<file path="src/hdl/ccsagc_consts.vh">
// constants for the clock select and left agc attack register bank
`ifndef CCSAGC_CONSTS_VH
`define CCSAGC_CONSTS_VH

// ******************************************
// register indices (byte address = 4 * index)
// ******************************************
`define CCSAGC_IDX_STATUS 10'h060
`define CCSAGC_IDX_RSVD_A 10'h063
`define CCSAGC_IDX_RSVD_B 10'h064
`define CCSAGC_IDX_CLK_SRC 10'h065
`define CCSAGC_IDX_CLK_GEN 10'h066
`define CCSAGC_IDX_ATTACK 10'h067
`define CCSAGC_ADDR_W 12

// ******************************************
// field positions
// ******************************************
`define CCSAGC_CLK_SRC_BIT 0
`define CCSAGC_DIV_SRC_HI 7
`define CCSAGC_DIV_SRC_LO 6
`define CCSAGC_PLL_SRC_HI 5
`define CCSAGC_PLL_SRC_LO 4
`define CCSAGC_PREDIV_HI 3
`define CCSAGC_PREDIV_LO 0
`define CCSAGC_ATK_SEL_BIT 7
`define CCSAGC_ATK_BASE_HI 6
`define CCSAGC_ATK_BASE_LO 5
`define CCSAGC_ATK_MULT_HI 4
`define CCSAGC_ATK_MULT_LO 2
`define CCSAGC_ATK_RSVD_HI 1
`define CCSAGC_ATK_RSVD_LO 0
`define CCSAGC_ST_CODE_BIT 0
`define CCSAGC_ST_RSVD_BIT 1
`define CCSAGC_ST_BUSY_BIT 2

// ******************************************
// reset values and encodings
// ******************************************
`define CCSAGC_RST_CLK_SRC 1'h0
`define CCSAGC_RST_CLK_GEN 8'h02
`define CCSAGC_RST_ATTACK 8'h00
`define CCSAGC_SRC_MCLK 2'h0
`define CCSAGC_SRC_BCLK 2'h2
`define CCSAGC_PREDIV_16 4'h0
`define CCSAGC_PREDIV_17 4'h1
`define CCSAGC_BASE_MS0 4'h7
`define CCSAGC_BASE_MS1 4'h8
`define CCSAGC_BASE_MS2 4'hA
`define CCSAGC_BASE_MS3 4'hB
`define CCSAGC_RST_ATTACK_MS 11'h007

// ******************************************
// timing
// ******************************************
`define CCSAGC_CLK_PERIOD_NS 100
`define CCSAGC_MS_NS 1000000
`define CCSAGC_MS_CYCLES (`CCSAGC_MS_NS / `CCSAGC_CLK_PERIOD_NS)

`endif

</file>
<file path="src/hdl/ccsagc_attack.v">
// left agc attack time selection and decision-aligned latch
`timescale 1ns/10ps
`include "ccsagc_consts.vh"

module ccsagc_attack (
   // clock and reset
   input wire pclk,
   input wire presetn,
   // attack fields from the register bank
   input wire attack_sel,
   input wire [1:0] attack_base,
   input wire [2:0] attack_mult,
   // older attack control path
   input wire [10:0] legacy_attack_ms,
   // agc gain decision strobe
   input wire agc_decision,
   // effective attack time in milliseconds
   output reg [10:0] attack_ms_q
);

   reg [3:0] base_ms;
   wire [10:0] own_ms;
   wire [10:0] attack_ms_d;

   // baseline time lookup
   always @* begin
      case (attack_base)
         2'h0: base_ms = `CCSAGC_BASE_MS0;
         2'h1: base_ms = `CCSAGC_BASE_MS1;
         2'h2: base_ms = `CCSAGC_BASE_MS2;
         default: base_ms = `CCSAGC_BASE_MS3;
      endcase
   end

   // power-of-two scaling, worst case 11 ms * 128 fits 11 bits
   assign own_ms = {7'h00, base_ms} << attack_mult;
   assign attack_ms_d = attack_sel ? own_ms : legacy_attack_ms;

   // only sampled at a decision so a gain step already in flight keeps its time
   always @(posedge pclk or negedge presetn) begin
      if (!presetn) begin
         attack_ms_q <= `CCSAGC_RST_ATTACK_MS;
      end else if (agc_decision) begin
         attack_ms_q <= attack_ms_d;
      end
   end

endmodule // ccsagc_attack

</file>
<file path="src/hdl/ccsagc_regs.v">
// apb register bank for codec clock selection and left agc attack time
//
// Operation
// - d0 picks pll divider or clock divider
// - divider input: master or bit clock
// - pll reference: master or bit clock
// - predivider 0 means 16, 1 means 17
// - d7 picks legacy or own attack time
// - baseline attack 7, 8, 10, 11 ms
// - multiplier scales baseline by two to power
// - reserved registers read zero, never written
// - clock source upper bits read zero
//
// Our own choice: the APB interface to the registers.
`timescale 1ns/10ps
`include "ccsagc_consts.vh"

module ccsagc_regs #(
   parameter MS_CYCLES = `CCSAGC_MS_CYCLES
) (
   // clock and reset
   input wire pclk,
   input wire presetn,
   // apb slave
   input wire psel,
   input wire penable,
   input wire pwrite,
   input wire [`CCSAGC_ADDR_W-1:0] paddr,
   input wire [31:0] pwdata,
   output reg [31:0] prdata,
   output wire pready,
   output wire pslverr,
   // clock pins and divider outputs, sampled as ordinary inputs
   input wire master_clock_pin,
   input wire bit_clock_pin,
   input wire pll_divider_output,
   input wire clock_divider_output,
   // selected clocks towards the clock tree
   output reg codec_core_clock_input,
   output reg clock_divider_input,
   output reg pll_reference_input,
   // pll predivider value, 2 to 17
   output reg [4:0] pll_predivider_n,
   // left agc attack interface
   input wire [10:0] legacy_attack_ms,
   input wire agc_decision,
   output wire [10:0] left_attack_ms,
   output reg left_attack_elapsed
);

   // ******************************************
   // decode helpers
   // ******************************************

   // register index of a word-aligned byte address, all ones if misaligned
   function [9:0] word_index;
      input [`CCSAGC_ADDR_W-1:0] addr;
      begin
         if (addr[1:0] != 2'h0) begin
            word_index = 10'h3FF;
         end else begin
            word_index = addr[`CCSAGC_ADDR_W-1:2];
         end
      end
   endfunction

   // whether an index is one of the mapped registers
   function index_mapped;
      input [9:0] idx;
      begin
         case (idx)
            `CCSAGC_IDX_STATUS: index_mapped = 1'b1;
            `CCSAGC_IDX_RSVD_A: index_mapped = 1'b1;
            `CCSAGC_IDX_RSVD_B: index_mapped = 1'b1;
            `CCSAGC_IDX_CLK_SRC: index_mapped = 1'b1;
            `CCSAGC_IDX_CLK_GEN: index_mapped = 1'b1;
            `CCSAGC_IDX_ATTACK: index_mapped = 1'b1;
            default: index_mapped = 1'b0;
         endcase
      end
   endfunction

   // a two-bit source code picks the bit clock only for code 10
   function pick_bit_clock;
      input [1:0] code;
      begin
         pick_bit_clock = (code == `CCSAGC_SRC_BCLK);
      end
   endfunction

   // a source code that software should never write
   function code_reserved;
      input [1:0] code;
      begin
         code_reserved = (code != `CCSAGC_SRC_MCLK) && (code != `CCSAGC_SRC_BCLK);
      end
   endfunction

   // ******************************************
   // bus decode
   // ******************************************

   wire [9:0] bus_idx;
   wire bus_hit;
   wire acc_phase;
   wire wr_acc;
   wire rd_setup;

   assign bus_idx = word_index(paddr);
   assign bus_hit = index_mapped(bus_idx);
   assign acc_phase = psel & penable;
   assign wr_acc = acc_phase & pwrite & bus_hit;
   assign rd_setup = psel & ~penable & ~pwrite;

   // zero wait states; unmapped or misaligned access answers with an error
   assign pready = 1'b1;
   assign pslverr = acc_phase & ~bus_hit;

   // ******************************************
   // register storage
   // ******************************************

   reg clk_src_q;
   reg [7:0] clk_gen_q;
   reg [7:0] attack_q;
   reg code_err_q;
   reg rsvd_err_q;
   reg code_err_d;
   reg rsvd_err_d;
   reg busy_q;

   // writable fields; reserved registers take no write at all
   always @(posedge pclk or negedge presetn) begin
      if (!presetn) begin
         clk_src_q <= `CCSAGC_RST_CLK_SRC;
         clk_gen_q <= `CCSAGC_RST_CLK_GEN;
         attack_q <= `CCSAGC_RST_ATTACK;
      end else if (wr_acc) begin
         case (bus_idx)
            `CCSAGC_IDX_CLK_SRC: clk_src_q <= pwdata[`CCSAGC_CLK_SRC_BIT];
            `CCSAGC_IDX_CLK_GEN: clk_gen_q <= pwdata[7:0];
            `CCSAGC_IDX_ATTACK: attack_q <= pwdata[7:0];
            default: clk_src_q <= clk_src_q;
         endcase
      end
   end

   // ******************************************
   // misuse tracking
   // ******************************************

   // sticky flags for writes that break the software contract;
   // a fresh misuse in the clearing cycle keeps the flag set
   always @* begin
      code_err_d = code_err_q;
      rsvd_err_d = rsvd_err_q;
      if (wr_acc && bus_idx == `CCSAGC_IDX_STATUS) begin
         if (pwdata[`CCSAGC_ST_CODE_BIT]) begin
            code_err_d = 1'b0;
         end
         if (pwdata[`CCSAGC_ST_RSVD_BIT]) begin
            rsvd_err_d = 1'b0;
         end
      end
      if (wr_acc && bus_idx == `CCSAGC_IDX_CLK_GEN) begin
         if (code_reserved(pwdata[`CCSAGC_DIV_SRC_HI:`CCSAGC_DIV_SRC_LO])) begin
            code_err_d = 1'b1;
         end
         if (code_reserved(pwdata[`CCSAGC_PLL_SRC_HI:`CCSAGC_PLL_SRC_LO])) begin
            code_err_d = 1'b1;
         end
      end
      if (wr_acc && (bus_idx == `CCSAGC_IDX_RSVD_A || bus_idx == `CCSAGC_IDX_RSVD_B)) begin
         rsvd_err_d = 1'b1;
      end
      if (wr_acc && bus_idx == `CCSAGC_IDX_CLK_SRC && pwdata[7:1] != 7'h00) begin
         rsvd_err_d = 1'b1;
      end
      if (wr_acc && bus_idx == `CCSAGC_IDX_ATTACK) begin
         if (pwdata[`CCSAGC_ATK_RSVD_HI:`CCSAGC_ATK_RSVD_LO] != 2'h0) begin
            rsvd_err_d = 1'b1;
         end
      end
   end

   // flag flops
   always @(posedge pclk or negedge presetn) begin
      if (!presetn) begin
         code_err_q <= 1'b0;
         rsvd_err_q <= 1'b0;
      end else begin
         code_err_q <= code_err_d;
         rsvd_err_q <= rsvd_err_d;
      end
   end

   // ******************************************
   // read path
   // ******************************************

   // read data is captured in the setup cycle so it comes from a flop
   always @(posedge pclk or negedge presetn) begin
      if (!presetn) begin
         prdata <= 32'h00000000;
      end else if (rd_setup) begin
         case (bus_idx)
            `CCSAGC_IDX_STATUS: prdata <= {29'h00000000, busy_q, rsvd_err_q, code_err_q};
            `CCSAGC_IDX_CLK_SRC: prdata <= {31'h00000000, clk_src_q};
            `CCSAGC_IDX_CLK_GEN: prdata <= {24'h000000, clk_gen_q};
            `CCSAGC_IDX_ATTACK: prdata <= {24'h000000, attack_q};
            default: prdata <= 32'h00000000;
         endcase
      end
   end

   // ******************************************
   // clock source selection
   // ******************************************

   wire div_bclk;
   wire pll_bclk;

   // reserved codes fall back to the master clock so the tree never stops
   assign div_bclk = pick_bit_clock(clk_gen_q[`CCSAGC_DIV_SRC_HI:`CCSAGC_DIV_SRC_LO]);
   assign pll_bclk = pick_bit_clock(clk_gen_q[`CCSAGC_PLL_SRC_HI:`CCSAGC_PLL_SRC_LO]);

   // registered selections; the pins are treated as data at pclk rate
   always @(posedge pclk or negedge presetn) begin
      if (!presetn) begin
         codec_core_clock_input <= 1'b0;
         clock_divider_input <= 1'b0;
         pll_reference_input <= 1'b0;
      end else begin
         codec_core_clock_input <= clk_src_q ? clock_divider_output : pll_divider_output;
         clock_divider_input <= div_bclk ? bit_clock_pin : master_clock_pin;
         pll_reference_input <= pll_bclk ? bit_clock_pin : master_clock_pin;
      end
   end

   // ******************************************
   // pll predivider
   // ******************************************

   reg [4:0] prediv_d;

   // codes 0 and 1 stand for 16 and 17, the rest are literal
   always @* begin
      case (clk_gen_q[`CCSAGC_PREDIV_HI:`CCSAGC_PREDIV_LO])
         `CCSAGC_PREDIV_16: prediv_d = 5'h10;
         `CCSAGC_PREDIV_17: prediv_d = 5'h11;
         default: prediv_d = {1'b0, clk_gen_q[`CCSAGC_PREDIV_HI:`CCSAGC_PREDIV_LO]};
      endcase
   end

   // predivider output flop
   always @(posedge pclk or negedge presetn) begin
      if (!presetn) begin
         pll_predivider_n <= 5'h02;
      end else begin
         pll_predivider_n <= prediv_d;
      end
   end

   // ******************************************
   // left agc attack time
   // ******************************************

   ccsagc_attack u_attack (
      .pclk(pclk),
      .presetn(presetn),
      .attack_sel(attack_q[`CCSAGC_ATK_SEL_BIT]),
      .attack_base(attack_q[`CCSAGC_ATK_BASE_HI:`CCSAGC_ATK_BASE_LO]),
      .attack_mult(attack_q[`CCSAGC_ATK_MULT_HI:`CCSAGC_ATK_MULT_LO]),
      .legacy_attack_ms(legacy_attack_ms),
      .agc_decision(agc_decision),
      .attack_ms_q(left_attack_ms)
   );

   // ******************************************
   // millisecond tick divider
   // ******************************************

   localparam [15:0] MS_LAST = MS_CYCLES[15:0] - 16'h0001;

   reg [15:0] ms_cnt_q;
   reg ms_tick;

   // free-running divider, a one-cycle enable every millisecond
   always @(posedge pclk or negedge presetn) begin
      if (!presetn) begin
         ms_cnt_q <= 16'h0000;
         ms_tick <= 1'b0;
      end else if (ms_cnt_q == MS_LAST) begin
         ms_cnt_q <= 16'h0000;
         ms_tick <= 1'b1;
      end else begin
         ms_cnt_q <= ms_cnt_q + 16'h0001;
         ms_tick <= 1'b0;
      end
   end

   // ******************************************
   // attack window timer
   // ******************************************

   localparam [2:0] ST_IDLE = 3'b001;
   localparam [2:0] ST_ARM = 3'b010;
   localparam [2:0] ST_RUN = 3'b100;

   reg [2:0] state_q;
   reg [2:0] state_d;
   reg [10:0] win_cnt_q;
   reg [10:0] win_cnt_d;
   reg elapsed_d;

   // a decision restarts the window; the arm cycle lets the attack latch
   // settle so the window always uses the time taken at that decision
   always @* begin
      state_d = state_q;
      win_cnt_d = win_cnt_q;
      elapsed_d = 1'b0;
      case (state_q)
         ST_IDLE: begin
            if (agc_decision) begin
               state_d = ST_ARM;
            end
         end
         ST_ARM: begin
            win_cnt_d = 11'h000;
            state_d = agc_decision ? ST_ARM : ST_RUN;
         end
         ST_RUN: begin
            if (agc_decision) begin
               state_d = ST_ARM;
            end else if (ms_tick) begin
               if (win_cnt_q + 11'h001 >= left_attack_ms) begin
                  elapsed_d = 1'b1;
                  state_d = ST_IDLE;
               end else begin
                  win_cnt_d = win_cnt_q + 11'h001;
               end
            end
         end
         default: begin
            state_d = ST_IDLE;
         end
      endcase
   end

   // timer flops; busy is visible in the status register
   always @(posedge pclk or negedge presetn) begin
      if (!presetn) begin
         state_q <= ST_IDLE;
         win_cnt_q <= 11'h000;
         left_attack_elapsed <= 1'b0;
         busy_q <= 1'b0;
      end else begin
         state_q <= state_d;
         win_cnt_q <= win_cnt_d;
         left_attack_elapsed <= elapsed_d;
         busy_q <= (state_d != ST_IDLE);
      end
   end

endmodule // ccsagc_regs

</file>
<file path="config.mk">
export PLATFORM = sky130hd
export DESIGN_NAME = ccsagc_regs
export DESIGN_NICKNAME = d
export VERILOG_FILES = /design/src/hdl/ccsagc_attack.v /design/src/hdl/ccsagc_regs.v
export VERILOG_INCLUDE_DIRS = /design/src /design/src/hdl
export SDC_FILE = /design/constraint.sdc
export NUM_CORES = 1
export LEC_CHECK = 0
export BUFFER_PORTS_ARGS = -buffer_cell sky130_fd_sc_hd__clkbuf_2
export CELL_PAD_IN_SITES_DETAIL_PLACEMENT = 1
export CELL_PAD_IN_SITES_GLOBAL_PLACEMENT = 2
export CORE_MARGIN = 2
export CORE_UTILIZATION = 26
export DETAILED_ROUTE_END_ITERATION = 16
export GPL_ROUTABILITY_DRIVEN = 1
export PLACE_DENSITY_LB_ADDON = 0.1
export REMOVE_ABC_BUFFERS = 1
export SKIP_LAST_GASP = 1
export SYNTH_ARGS = -nofsm -noshare
export SYNTH_HDL_FRONTEND = slang
export SYNTH_SLANG_ARGS = --single-unit
</file>
<file path="constraint.sdc">
create_clock -name pclk -period 3.3 [get_ports pclk]
set_clock_uncertainty 0.15 [all_clocks]
set_input_delay 0.165 -clock pclk [delete_from_list [all_inputs] [get_ports pclk]]
set_output_delay 0.165 -clock pclk [all_outputs]
set_load 0.01 [all_outputs]
</file>
# Word level (Yosys, flattened, before mapping)
# Index checks and enable logic that the tools add are counted.
# op_classes
eq_ne,21
n_lt_le_gt_ge,1
add_sub_neg,2
bitwise_logic,9
reduce_logical,22
mux,36
shifts,1
# ops
op,count
"== test 10 x 7 -> 1 bit, second input constant",6
2-to-1 mux 11 bit,4
case mux 8 bit (4 select lines),1
case mux 11 bit (2 select lines),1
2-to-1 mux 1 bit,20
"adder 16 x 1 -> 16 bit, second input constant",1
"== test 16 x 14 -> 1 bit, second input constant",1
2-to-1 mux 16 bit,1
2-to-1 mux 3 bit,5
case mux 4 bit (3 select lines),1
"adder 11 x 1 -> 11 bit, second input constant",1
>= comparator 11 bit,1
left shift 4 x 3 -> 11 bit,1
2-to-1 mux 10 bit,1
"inequality test 2 bit, second input constant",5
case mux 5 bit (2 select lines),1
nonzero test 2 bit,5
case mux 3 bit (3 select lines),1
logical AND 1 bit,8
nonzero test 7 bit,1
bitwise AND 1 bit,6
"== test 2 bit, second input constant",3
AND reduction 2 bit,3
OR reduction 6 bit,1
11 further kinds,13
# totals
regBits,103
out_inout_bits,54
inputBits,65

# Depth between registers and ports, before layout
# Gate-level depths: netlist of run 1.
# depth
depth_word,12
mapped_depth,11
mapped_depth_nobuf,11

# Modules after synthesis
# A second synthesis of run 1 with hierarchy kept.
# hier_totals
cells_unflattened,460
hier_area_um2,4493.1
# modules_own_cells
mod,cells_each,area_per_inst_um2,instances
ccsagc_regs,371,3732.3,1
ccsagc_attack,89,760.7,1

# Worst setup path before layout of run 1
# No wires, ideal clock.
# synth_path
kind,flip-flop to flip-flop
start,reg win_cnt_q[0]
end,reg win_cnt_q[10]
t_arrival_ps,2599
stages_incl_launch_ff,12
setup_slack_ps,426
path_cell_list,dfrtp_1 -> ha_1 -> nand3_1 -> or2_2 -> xnor2_1 -> ha_1 -> nand2_1 -> o21ai_0 -> a21oi_1 -> o211ai_1 -> buf_2 -> mux2_2
# synth_via
elab_chain_len,5
# synth_rtl
element,line,source
"start, declared",ccsagc_regs.v:312,reg [10:0] win_cnt_q;
"start signal, assigned",ccsagc_regs.v:359,win_cnt_q <= win_cnt_d;
adder 11 x 1 -> 11 bit *,"ccsagc_regs.v:336, ccsagc_regs.v:340",
branches (longest 4 deep; another with >= comparator 11 bit),--,
# Mark *: on every way between the ends. The select of a mux whose other input is x is not followed.
# A chain may end at the register's enable or synchronous reset.

# Final worst setup path of run 1
# layout_path
start,reg win_cnt_q[1]
end,reg win_cnt_q[3]
# The elaborated chain is that of the path after synthesis.

==> results_dict.tcl, run 1 <==
set metrics [dict create \
    relSlewSlack_pct 38.6 \
    regToRegEndpoint "win_cnt_q[3]$_DFFE_PN0P_" \
    syn-cell-area_um2 4490 \
    io_pins 119 \
    finalSetupViolCount 0 \
    via_per_inst 4.55 \
    dr.pass1.iters 4 \
    numCtsBuffers 9 \
    crit_type "flop to flop" \
    num_rows 48 \
    clkSlewWorstSetupHoldPaths_ns 0.06 \
    grt_setup_unrepaired "false" \
    ys_async_sr_fraction_pct 100 \
    cts_tree "yes" \
    ys_ff_latch 79 \
    portBuffers 69 \
    n_antenna_cell 0 \
    grt_usage_pct 14.1 \
    yosysUniqueCellTypes 53 \
    synthTopCellsByArea "dfrtp_1 41%, mux2_2 6.5%, ha_1 4.5%, buf_4 4.2%, dfstp_2 3.5%" \
    crit_fanout 11 \
    die_width_um 135 \
    grt_pass1_vias 3787 \
    dieArea_um2 18300 \
    post-route-drc-count 0 \
    fin_nets 628 \
    critPathCaptureType "flop" \
    dr_total_vias 3536 \
    rrSetupSlack_ns 0.24 \
    avgRoutedWirePerCell_um 15.6 \
    grt_max_degree 69 \
    worst_slew_pin_slew_ns 0.921 \
    crit_chain "ha_1, nand3_1, or2_2, xnor2_1, ha_1, nand2_1, o21ai_1, a21oi_1, o211ai_1, buf_12, mux2_2" \
    clk_latency_ns 0.34 \
    min-delay-start "legacy_attack_ms[8]" \
    gp_congestion 0.713 \
    arrival_ns 3.14 \
    crit_top_cell "ha_1" \
    h-tree-depth 3 \
    worstPathRequired_ns 3.38 \
    dp_hpwl_um 8820 \
    postRouteAntennaNets 0 \
    synth_warnings 0 \
    synth.top_cell.area_share_pct 40.7 \
    area_delta_synth_final_pct 22.9 \
    grt_pass1_wl_um 19900 \
    outcome "completed" \
    r2r-start "win_cnt_q[1]$_DFFE_PN0P_" \
    whs_endpoint "u_attack.attack_ms_q[8]$_DFFE_PN0P_" \
    r2r_cells 11 \
    synth_flop_cell "dfrtp_1" \
    grt_overflow 0 \
    cpMaxStageDelayCell "dfrtp_1" \
    hold_ws_ns 0.0830 \
    cp-start-kind "flop" \
    synth.yosys.seq_area_share_pct 44.2 \
    max-clock-path-buffers 2 \
    syn_inst 462 \
    drive_gt1_share_pct 24.3 \
    cts-root-buf "clkbuf_16" \
    peakVddDrop_mv 0.240 \
    fp.coreArea_um2 17100 \
    cellLeakagePower_nw 2.66 \
    fin_area_um2 5520 \
    cts_num_sinks 79 \
    period_share_pct 92.8 \
    hold_class "input pin to flop" \
    synth_area_per_cell_um2 9.71 \
    maxSlewViolCount 0 \
    post-synth-top-count-cell "dfrtp_1" \
    fmax_ghz 0.327 \
    hold_viol_final 0 \
    die_h_um 135 \
    placed_area_um2 5010 \
    powerDensity_nw_per_um2 434 \
    fin_crit_ns 3.06 \
    max_stage_delay_ns 0.38 \
    antenna_found_initial 0 \
    holdPathStages 4 \
    wirelength_um 12100 \
    tns_ns 0 \
    initial_utilization_pct 26.3 \
    drt_iter0_drc 104 \
    synth_edf_count 0 \
    synth_common_cells "73 x dfrtp_1, 41 x nand2_1, 33 x nor2_1, 26 x mux2_2" \
    cap_viol_max_count 0 \
    yosysTopAreaCell "dfrtp_1" \
]
[state kept, by name, indices dropped and copies added (netlist names), 3 cells and up]
register,cells
win_cnt_q,11
pll_predivider_n,5
u_attack.attack_ms_q,11
clk_gen_q,8
ms_cnt_q,16
attack_q,8
state_q,3
prdata,8
[cell families (layout without fill, tap and decap cells)]
kind of cell / count (synthesis) / count (layout) / share of synthesized area, %
xor+xnor: 24 / 24 / 4.68
other cells: 2 / 25 / 0.167
mux: 37 / 37 / 9.26
flops: 79 / 79 / 44.2
simple gates: 160 / 160 / 18.9
buf+inv: 68 / 135 / 7.86
compound gates: 76 / 76 / 10.5
fa+ha+maj: 16 / 16 / 4.46
[stage by stage]
step / util (%) / setup WS (ns) / std cells / total power [mW]
after CTS: 32.3 / 0.168 / 777 / 2.45
after global routing: 32.3 / 0.0144 / 777 / 2.52
after floorplan: - / 0.203 / 441 / 1.18
after detailed placement: 29.4 / 0.180 / 743 / 1.31
after global placement: 29.4 / 0.190 / 743 / 1.30
final: 32.3 / 0.238 / 777 / 2.39
[routing by layer]
layer	part of all wire, %	track usage, %
met1	48	18.5
met2	48	23.5
met4	1.6	5.50
met3	3.1	2.24
met5	0	0
[worst max-delay path, delay by kind of cell (launching register included)]
| kind | cells | cell delay [ns] |
|---|---|---|
| muxes | 1 | 0.33 |
| DFF | 1 | 0.38 |
| xor gates and xnor gates | 1 | 0.15 |
| and+or+nand+nor | 3 | 0.61 |
| adders and majority gates | 2 | 0.54 |
| AOI/OAI and AO/OA | 3 | 0.59 |
| buffers and inverters | 1 | 0.18 |
[where the power goes]
group          switching [mW]  total [mW]  leakage [nW]  internal [mW]
registers              0.0392        1.05          1.03           1.01
logic                   0.151       0.255          1.46          0.104
clock network           0.407        1.09         0.157          0.682
[repair_timing]
action	4_1_cts	5_1_grt
hold buffers	18	0
gates resized for setup	0	2
endpoints found under the setup margin	0	12
setup buffers	0	0
hold endpoints to repair	85	0
[how the worst max path moves through the flow]
stage | from | endpoint | slack (ns) | cells past startpoint
finish | win_cnt_q[1]$_DFFE_PN0P_ | win_cnt_q[3]$_DFFE_PN0P_ | 0.24 | 11
global route | win_cnt_q[1]$_DFFE_PN0P_ | win_cnt_q[5]$_DFFE_PN0P_ | 0.01 | 11
CTS | win_cnt_q[1]$_DFFE_PN0P_ | win_cnt_q[3]$_DFFE_PN0P_ | 0.17 | 11
detailed placement | win_cnt_q[1]$_DFFE_PN0P_ | win_cnt_q[10]$_DFFE_PN0P_ | 0.18 | 11
global placement | win_cnt_q[1]$_DFFE_PN0P_ | win_cnt_q[10]$_DFFE_PN0P_ | 0.19 | 11
floorplan | win_cnt_q[0]$_DFFE_PN0P_ | win_cnt_q[10]$_DFFE_PN0P_ | 0.20 | 10
[cell usage in the layout, fill, tap and decap left out, drive strengths merged, types with 4 or more instances in the layout]
cell type    count
a21oi           16
a31oi            9
and2            10
and3             6
buf              9
clkbuf          80
conb            25
dfrtp           73
dfstp            6
dlygate4sd3     18
ha              16
inv             24
mux2            26
mux2i           10
nand2           41
nand2b           5
nand3           16
nand4            6
nor2            33
nor2b           10
nor3             8
o2111ai          4
o211ai           7
o21ai           25
or2              4
xnor2           11
xor2            13
[cell type report]
| type | count | area, um^2 |
|---|---|---|
| fill | 2010 | 11500 |
| multi-input combinational | 338 | 2240 |
| sequential | 79 | 1980 |
| timing repair buffer | 95 | 601 |
| tap | 225 | 282 |
| clock buffer | 12 | 246 |
| inverter | 24 | 90.1 |
| clock inverter | 4 | 70.1 |
Note: power is estimated with default switching activity, not from simulation.
==> run 2, diff against run 1 <==
- CORE_ASPECT_RATIO: default -> 1.5
- CORE_UTILIZATION: 26 -> 32
==> run 2 against run 1 <==
  * Maximum frequency down 1.6%
  * Final cell count is 8.0% lower
  * Clock power grew 6%
  * Total power rose by 2.2%
  * Via count rose by 0.25%
  * Critical path depth unchanged
  * Sequential share of layout area is 0.49 points higher
  * Core utilization rose by 6.9 points
  * First-iteration DRC count is 7.7% higher
  * Critical path type unchanged
  * Largest cell class unchanged
  * Largest power group unchanged
  * Highest routed layer unchanged
==> results_dict.tcl, run 2 (synthesis gave the netlist of run 1 again) <==
set metrics [dict create \
    outcome "completed" \
    fmax_ghz 0.321 \
    path_delay_family "simple AND/OR/NAND/NOR gates" \
    period_share_pct 94.3 \
    die_h_um 149 \
    grt_max_degree 80 \
    cts_tree "yes" \
    path_buf_inv 1 \
    cp-start-kind "flop" \
    avgRoutedWirePerCell_um 16.2 \
    grt_pass1_wl_um 18900 \
    crit_chain "ha_1, nand3_1, or2_2, xnor2_1, ha_1, nand2_1, nor2_1, a21oi_1, o211ai_1, buf_4, mux2_2" \
    dr_total_vias 3545 \
    clkSlewWorstSetupHoldPaths_ns 0.06 \
    max-clock-path-buffers 2 \
    dieArea_um2 15000 \
    h-tree-depth 3 \
    wirelength_um 11600 \
    critPathCaptureType "flop" \
    placed_area_um2 4910 \
    finalSetupViolCount 0 \
    die_width_um 101 \
    crit_type "flop to flop" \
    fin_util_pct 39.3 \
    grt_overflow 0 \
    clk_latency_ns 0.34 \
    num_rows 53 \
    portBuffers 69 \
    drive_gt1_share_pct 24.4 \
    dp_cells 681 \
    cts_num_sinks 79 \
    top_regs "ms_cnt_q (16), u_attack.attack_ms_q (11), win_cnt_q (11)" \
    regMostFlops "ms_cnt_q" \
    cts-root-buf "clkbuf_16" \
    final_common_cell "dfrtp_1" \
    numCtsBuffers 9 \
    fin_nets 626 \
    multiInputGateArea_um2 2240 \
    fin_area_um2 5440 \
    hold_class "input pin to flop" \
    fp.coreArea_um2 13900 \
    gp_congestion 0.771 \
    grt_setup_unrepaired "true" \
    worst_slew_pin_slew_ns 1.06 \
    fin_crit_ns 3.11 \
    drt_iter0_drc 112 \
    io_pins 119 \
    cpMaxStageDelayCell "dfrtp_1" \
    dp_hpwl_um 8700 \
    dr.pass1.iters 4 \
    post-route-drc-count 0 \
    cap_viol_max_count 0 \
    grt_pass1_vias 3682 \
    powerDensity_nw_per_um2 449 \
    fillers 1612 \
    relSlewSlack_pct 29.1 \
    arrival_ns 3.18 \
    worstPathRequired_ns 3.37 \
    final_cells 715 \
    grt_usage_pct 16.3 \
    n_antenna_cell 0 \
    crit_top_cell "ha_1" \
    postRouteAntennaNets 0 \
    cellLeakagePower_nw 2.65 \
    initial_utilization_pct 32.4 \
    crit_fanout 7 \
    largest_reg_flops 16 \
    max_stage_delay_ns 0.43 \
    regArea_um2 1980 \
    final_cell_mix "73 x dfrtp_1, 68 x clkbuf_2, 41 x nand2_1" \
    via_per_inst 4.96 \
    peakVddDrop_mv 0.289 \
    maxSlewViolCount 0 \
    hold_viol_final 0 \
    antenna_found_initial 0 \
    area_delta_synth_final_pct 21.2 \
]
-- run 2: power breakdown --
group | total (mW) | leakage (nW) | internal [mW] | switching (mW)
clock | 1.15 | 0.166 | 0.742 | 0.410
combinational | 0.252 | 1.45 | 0.103 | 0.149
sequential | 1.04 | 1.03 | 1.01 | 0.0322
-- run 2: final cells by class --
cell class                      count  area share (%)
Inverter                           24            1.66
Tap cell                          165            3.79
Sequential cell                    79            36.5
Multi-Input combinational cell    338            41.2
Clock inverter                      7            2.21
Clock buffer                        9            4.14
Timing Repair Buffer               93            10.5
-- run 2: worst paths after layout --
| kind | to | slack, ns | depth (start not counted) | from |
|---|---|---|---|---|
| max reg2reg | win_cnt_q[10]$_DFFE_PN0P_ | 0.19 | 11 | win_cnt_q[0]$_DFFE_PN0P_ |
| max | win_cnt_q[10]$_DFFE_PN0P_ | 0.19 | 11 | win_cnt_q[0]$_DFFE_PN0P_ |
| min | u_attack.attack_ms_q[7]$_DFFE_PN0P_ | 0.06 | 5 | legacy_attack_ms[7] |
| max in group asynchronous | ms_cnt_q[6]$_DFF_PN0_ | 1.90 | 2 | presetn |
| min in group asynchronous | u_attack.attack_ms_q[8]$_DFFE_PN0P_ | 0.38 | 2 | presetn |
| min reg2reg | pll_predivider_n[1]$_DFF_PN1_ | 0.24 | 0 | clk_gen_q[1]$_DFFE_PN1P_ |
-- run 2: worst min-delay path, cell delays in order --
cell	delay, ns
clkbuf_2	0.08
inv_1	0.05
o22ai_1	0.07
nand2_1	0.07
o21ai_0	0.07
-- run 2: timing repair --
item                                    CTS  global route
endpoints found under the hold margin    97             0
setup buffers                             0             0
endpoints found under the setup margin    0            14
resized for setup                         0             2
hold buffers                             18             0
-- run 2: metal layers --
layer | GRT usage (%) | share of wire, % | up-vias
met4 | 4.93 | 1.1 | 0
met1 | 19.1 | 41 | 1751
met2 | 29.8 | 55 | 65
met5 | 0 | 0 | -
li1 | - | - | 1721
met3 | 3.00 | 3.6 | 8
-- run 2: stage by stage --
| step | setup TNS, ns | worst slack, ns | total power, mW | hold WS, ns |
|---|---|---|---|---|
| 6_report | 0 | 0.189 | 2.45 | 0.0578 |
| 3_3_place_gp | 0 | 0.159 | 1.30 | 0.228 |
| 5_1_grt | -0.000505 | -0.000505 | 2.56 | 0.0666 |
| 2_1_floorplan | 0 | 0.203 | 1.18 | -0.281 |
| 3_5_place_dp | 0 | 0.115 | 1.30 | 0.229 |
| 4_1_cts | 0 | 0.0670 | 2.50 | 0.0437 |
==> run 3, diff against run 2 <==
==> constraint.sdc (replaced) <==
create_clock -name pclk -period 3.3 [get_ports pclk]
set_clock_uncertainty 0.15 [all_clocks]
set_input_delay 0.66 -clock pclk [delete_from_list [all_inputs] [get_ports pclk]]
set_output_delay 0.66 -clock pclk [all_outputs]
set_load 0.01 [all_outputs]
==> run 3 against run 2 <==
  * Non-clock buffer count down 15
  * Final cell count down 2.1%
  * Die area unchanged
  * Hold slack better by 0.11 ns
  * Sequential power about the same
  * First-iteration DRC count down 45%
  * Critical path depth unchanged
  * Maximum frequency down 0.28%
  * Clock power down 15%
  * Total power down 7.4%
==> results_dict.tcl, run 3 (synthesis gave the netlist of run 1 again) <==
set metrics [dict create \
    cts-root-buf "clkbuf_16" \
    tns_ns 0 \
    sw_frac_of_total_pct 28.1 \
    clkSlewWorstSetupHoldPaths_ns 0.07 \
    largest_reg_flops 16 \
    cts_resized 0 \
    post-route-drc-count 0 \
    p_comb_share_pct 10.7 \
    h-tree-depth 3 \
    grt_pass1_wl_um 19000 \
    top_regs "ms_cnt_q (16), u_attack.attack_ms_q (11), win_cnt_q (11)" \
    fin_crit_ns 3.12 \
    postCtsSetupRepairBufs 0 \
    p_sw_mw 0.636 \
    fmax_ghz 0.321 \
    crit_type "flop to flop" \
    grt_setup_unrepaired "false" \
    postCtsHoldBufs 0 \
    finalSetupViolCount 0 \
    num_rows 53 \
    antenna_found_initial 0 \
    intPower_mw 1.63 \
    postRouteAntennaNets 0 \
    worst_slew_pin_slew_ns 0.675 \
    cts_tree "yes" \
    p_seq_share_pct 46.1 \
    critPathCaptureType "flop" \
    wirelength_um 11700 \
    cp-start-kind "flop" \
    die_h_um 149 \
    via_per_inst 5.03 \
    relSlewSlack_pct 55.0 \
    hold_viol_final 0 \
    fp.coreArea_um2 13900 \
    powerDensity_nw_per_um2 433 \
    dr.pass1.iters 4 \
    initial_utilization_pct 32.4 \
    peakVddDrop_mv 0.302 \
    io_pins 119 \
    path_delay_family "simple AND/OR/NAND/NOR gates" \
    rrSetupSlack_ns 0.18 \
    clk_latency_ns 0.34 \
    period_share_pct 94.5 \
    drive_gt1_share_pct 26.0 \
    multiInputGateArea_um2 2240 \
    dieArea_um2 15000 \
    cts_num_sinks 79 \
    final_cells 700 \
    grt_pass1_vias 3780 \
    path_buf_inv 1 \
    fin_nets 611 \
    final_common_cell "dfrtp_1" \
    portBuffers 69 \
    dp_hpwl_um 9040 \
    avgRoutedWirePerCell_um 16.8 \
    n_antenna_cell 0 \
    cap_viol_max_count 0 \
    grt_usage_pct 16.3 \
    numCtsBuffers 9 \
    arrival_ns 3.19 \
    worstPathRequired_ns 3.37 \
    clock_power_share_pct 43.3 \
    drt_iter0_drc 62 \
    grt_overflow 0 \
    grt_max_degree 46 \
    regArea_um2 1990 \
    die_width_um 101 \
    max_stage_delay_ns 0.41 \
    regMostFlops "ms_cnt_q" \
    cellLeakagePower_nw 2.55 \
    fillers 1622 \
    outcome "completed" \
    cpMaxStageDelayCell "dfrtp_2" \
    maxSlewViolCount 0 \
    final_cell_mix "72 x dfrtp_1, 68 x clkbuf_2, 41 x nand2_1" \
    area_delta_synth_final_pct 16.5 \
    crit_chain "ha_2, nand3_1, or2_2, xnor2_1, ha_1, nand2_1, o21ai_0, a21oi_1, o211ai_1, buf_4, mux2_2" \
    dp_cells 684 \
    dr_total_vias 3518 \
    max-clock-path-buffers 2 \
    hold_class "input pin to async pin" \
    crit_fanout 11 \
    gp_congestion 0.802 \
]
-- run 3: worst paths after layout --
kind                                           from                                   to  depth (start not counted)
max                        win_cnt_q[0]$_DFFE_PN0P_             win_cnt_q[9]$_DFFE_PN0P_                         11
min                                         presetn  u_attack.attack_ms_q[4]$_DFFE_PN0P_                          1
max reg2reg                win_cnt_q[0]$_DFFE_PN0P_             win_cnt_q[9]$_DFFE_PN0P_                         11
min reg2reg                clk_gen_q[1]$_DFFE_PN1P_        pll_predivider_n[1]$_DFF_PN1_                          0
max in group asynchronous                   presetn             win_cnt_q[0]$_DFFE_PN0P_                          2
min in group pclk          clk_gen_q[1]$_DFFE_PN1P_        pll_predivider_n[1]$_DFF_PN1_                          0
-- run 3: layout make-up --
class | count | share of cell area (%)
repair buffers | 78 | 7.94
well taps | 165 | 3.95
flip-flops and latches | 79 | 38.0
clock inverters | 7 | 1.20
multi-input cells | 338 | 42.9
clock buffers | 9 | 4.31
inverters | 24 | 1.72
-- run 3: routing by layer --
metal / vias up / share of wire [%] / track usage [%] / wire length [um]
li1: 1687 / - / - / -
met3: 11 / 3.2 / 2.72 / 381
met5: - / 0 / 0 / 0
met2: 60 / 55 / 30.6 / 6430
met4: 0 / 1.3 / 5.34 / 151
met1: 1760 / 41 / 18.3 / 4780
-- run 3: power groups by stage --
stage / Combinational, mW / Clock [mW] / Sequential (mW)
finish: 0.241 / 0.980 / 1.04
global route: 0.276 / 1.05 / 1.05
CTS: 0.247 / 1.01 / 1.04
detailed placement: 0.247 / 0 / 1.06
global placement: 0.241 / 0 / 1.06
floorplan: 0.119 / 0 / 1.06
-- run 3: stage by stage --
step	total power [mW]	utilization, %	area [um^2]	hold WS [ns]	setup WS [ns]
global route	2.37	37.7	5230	0.216	0.0273
finish	2.26	37.7	5230	0.165	0.180
floorplan	1.18	-	4310	0.214	0.203
global placement	1.30	35.6	4930	0.228	0.155
detailed placement	1.31	35.6	4930	0.230	0.0427
CTS	2.30	37.7	5220	0.195	0.0233
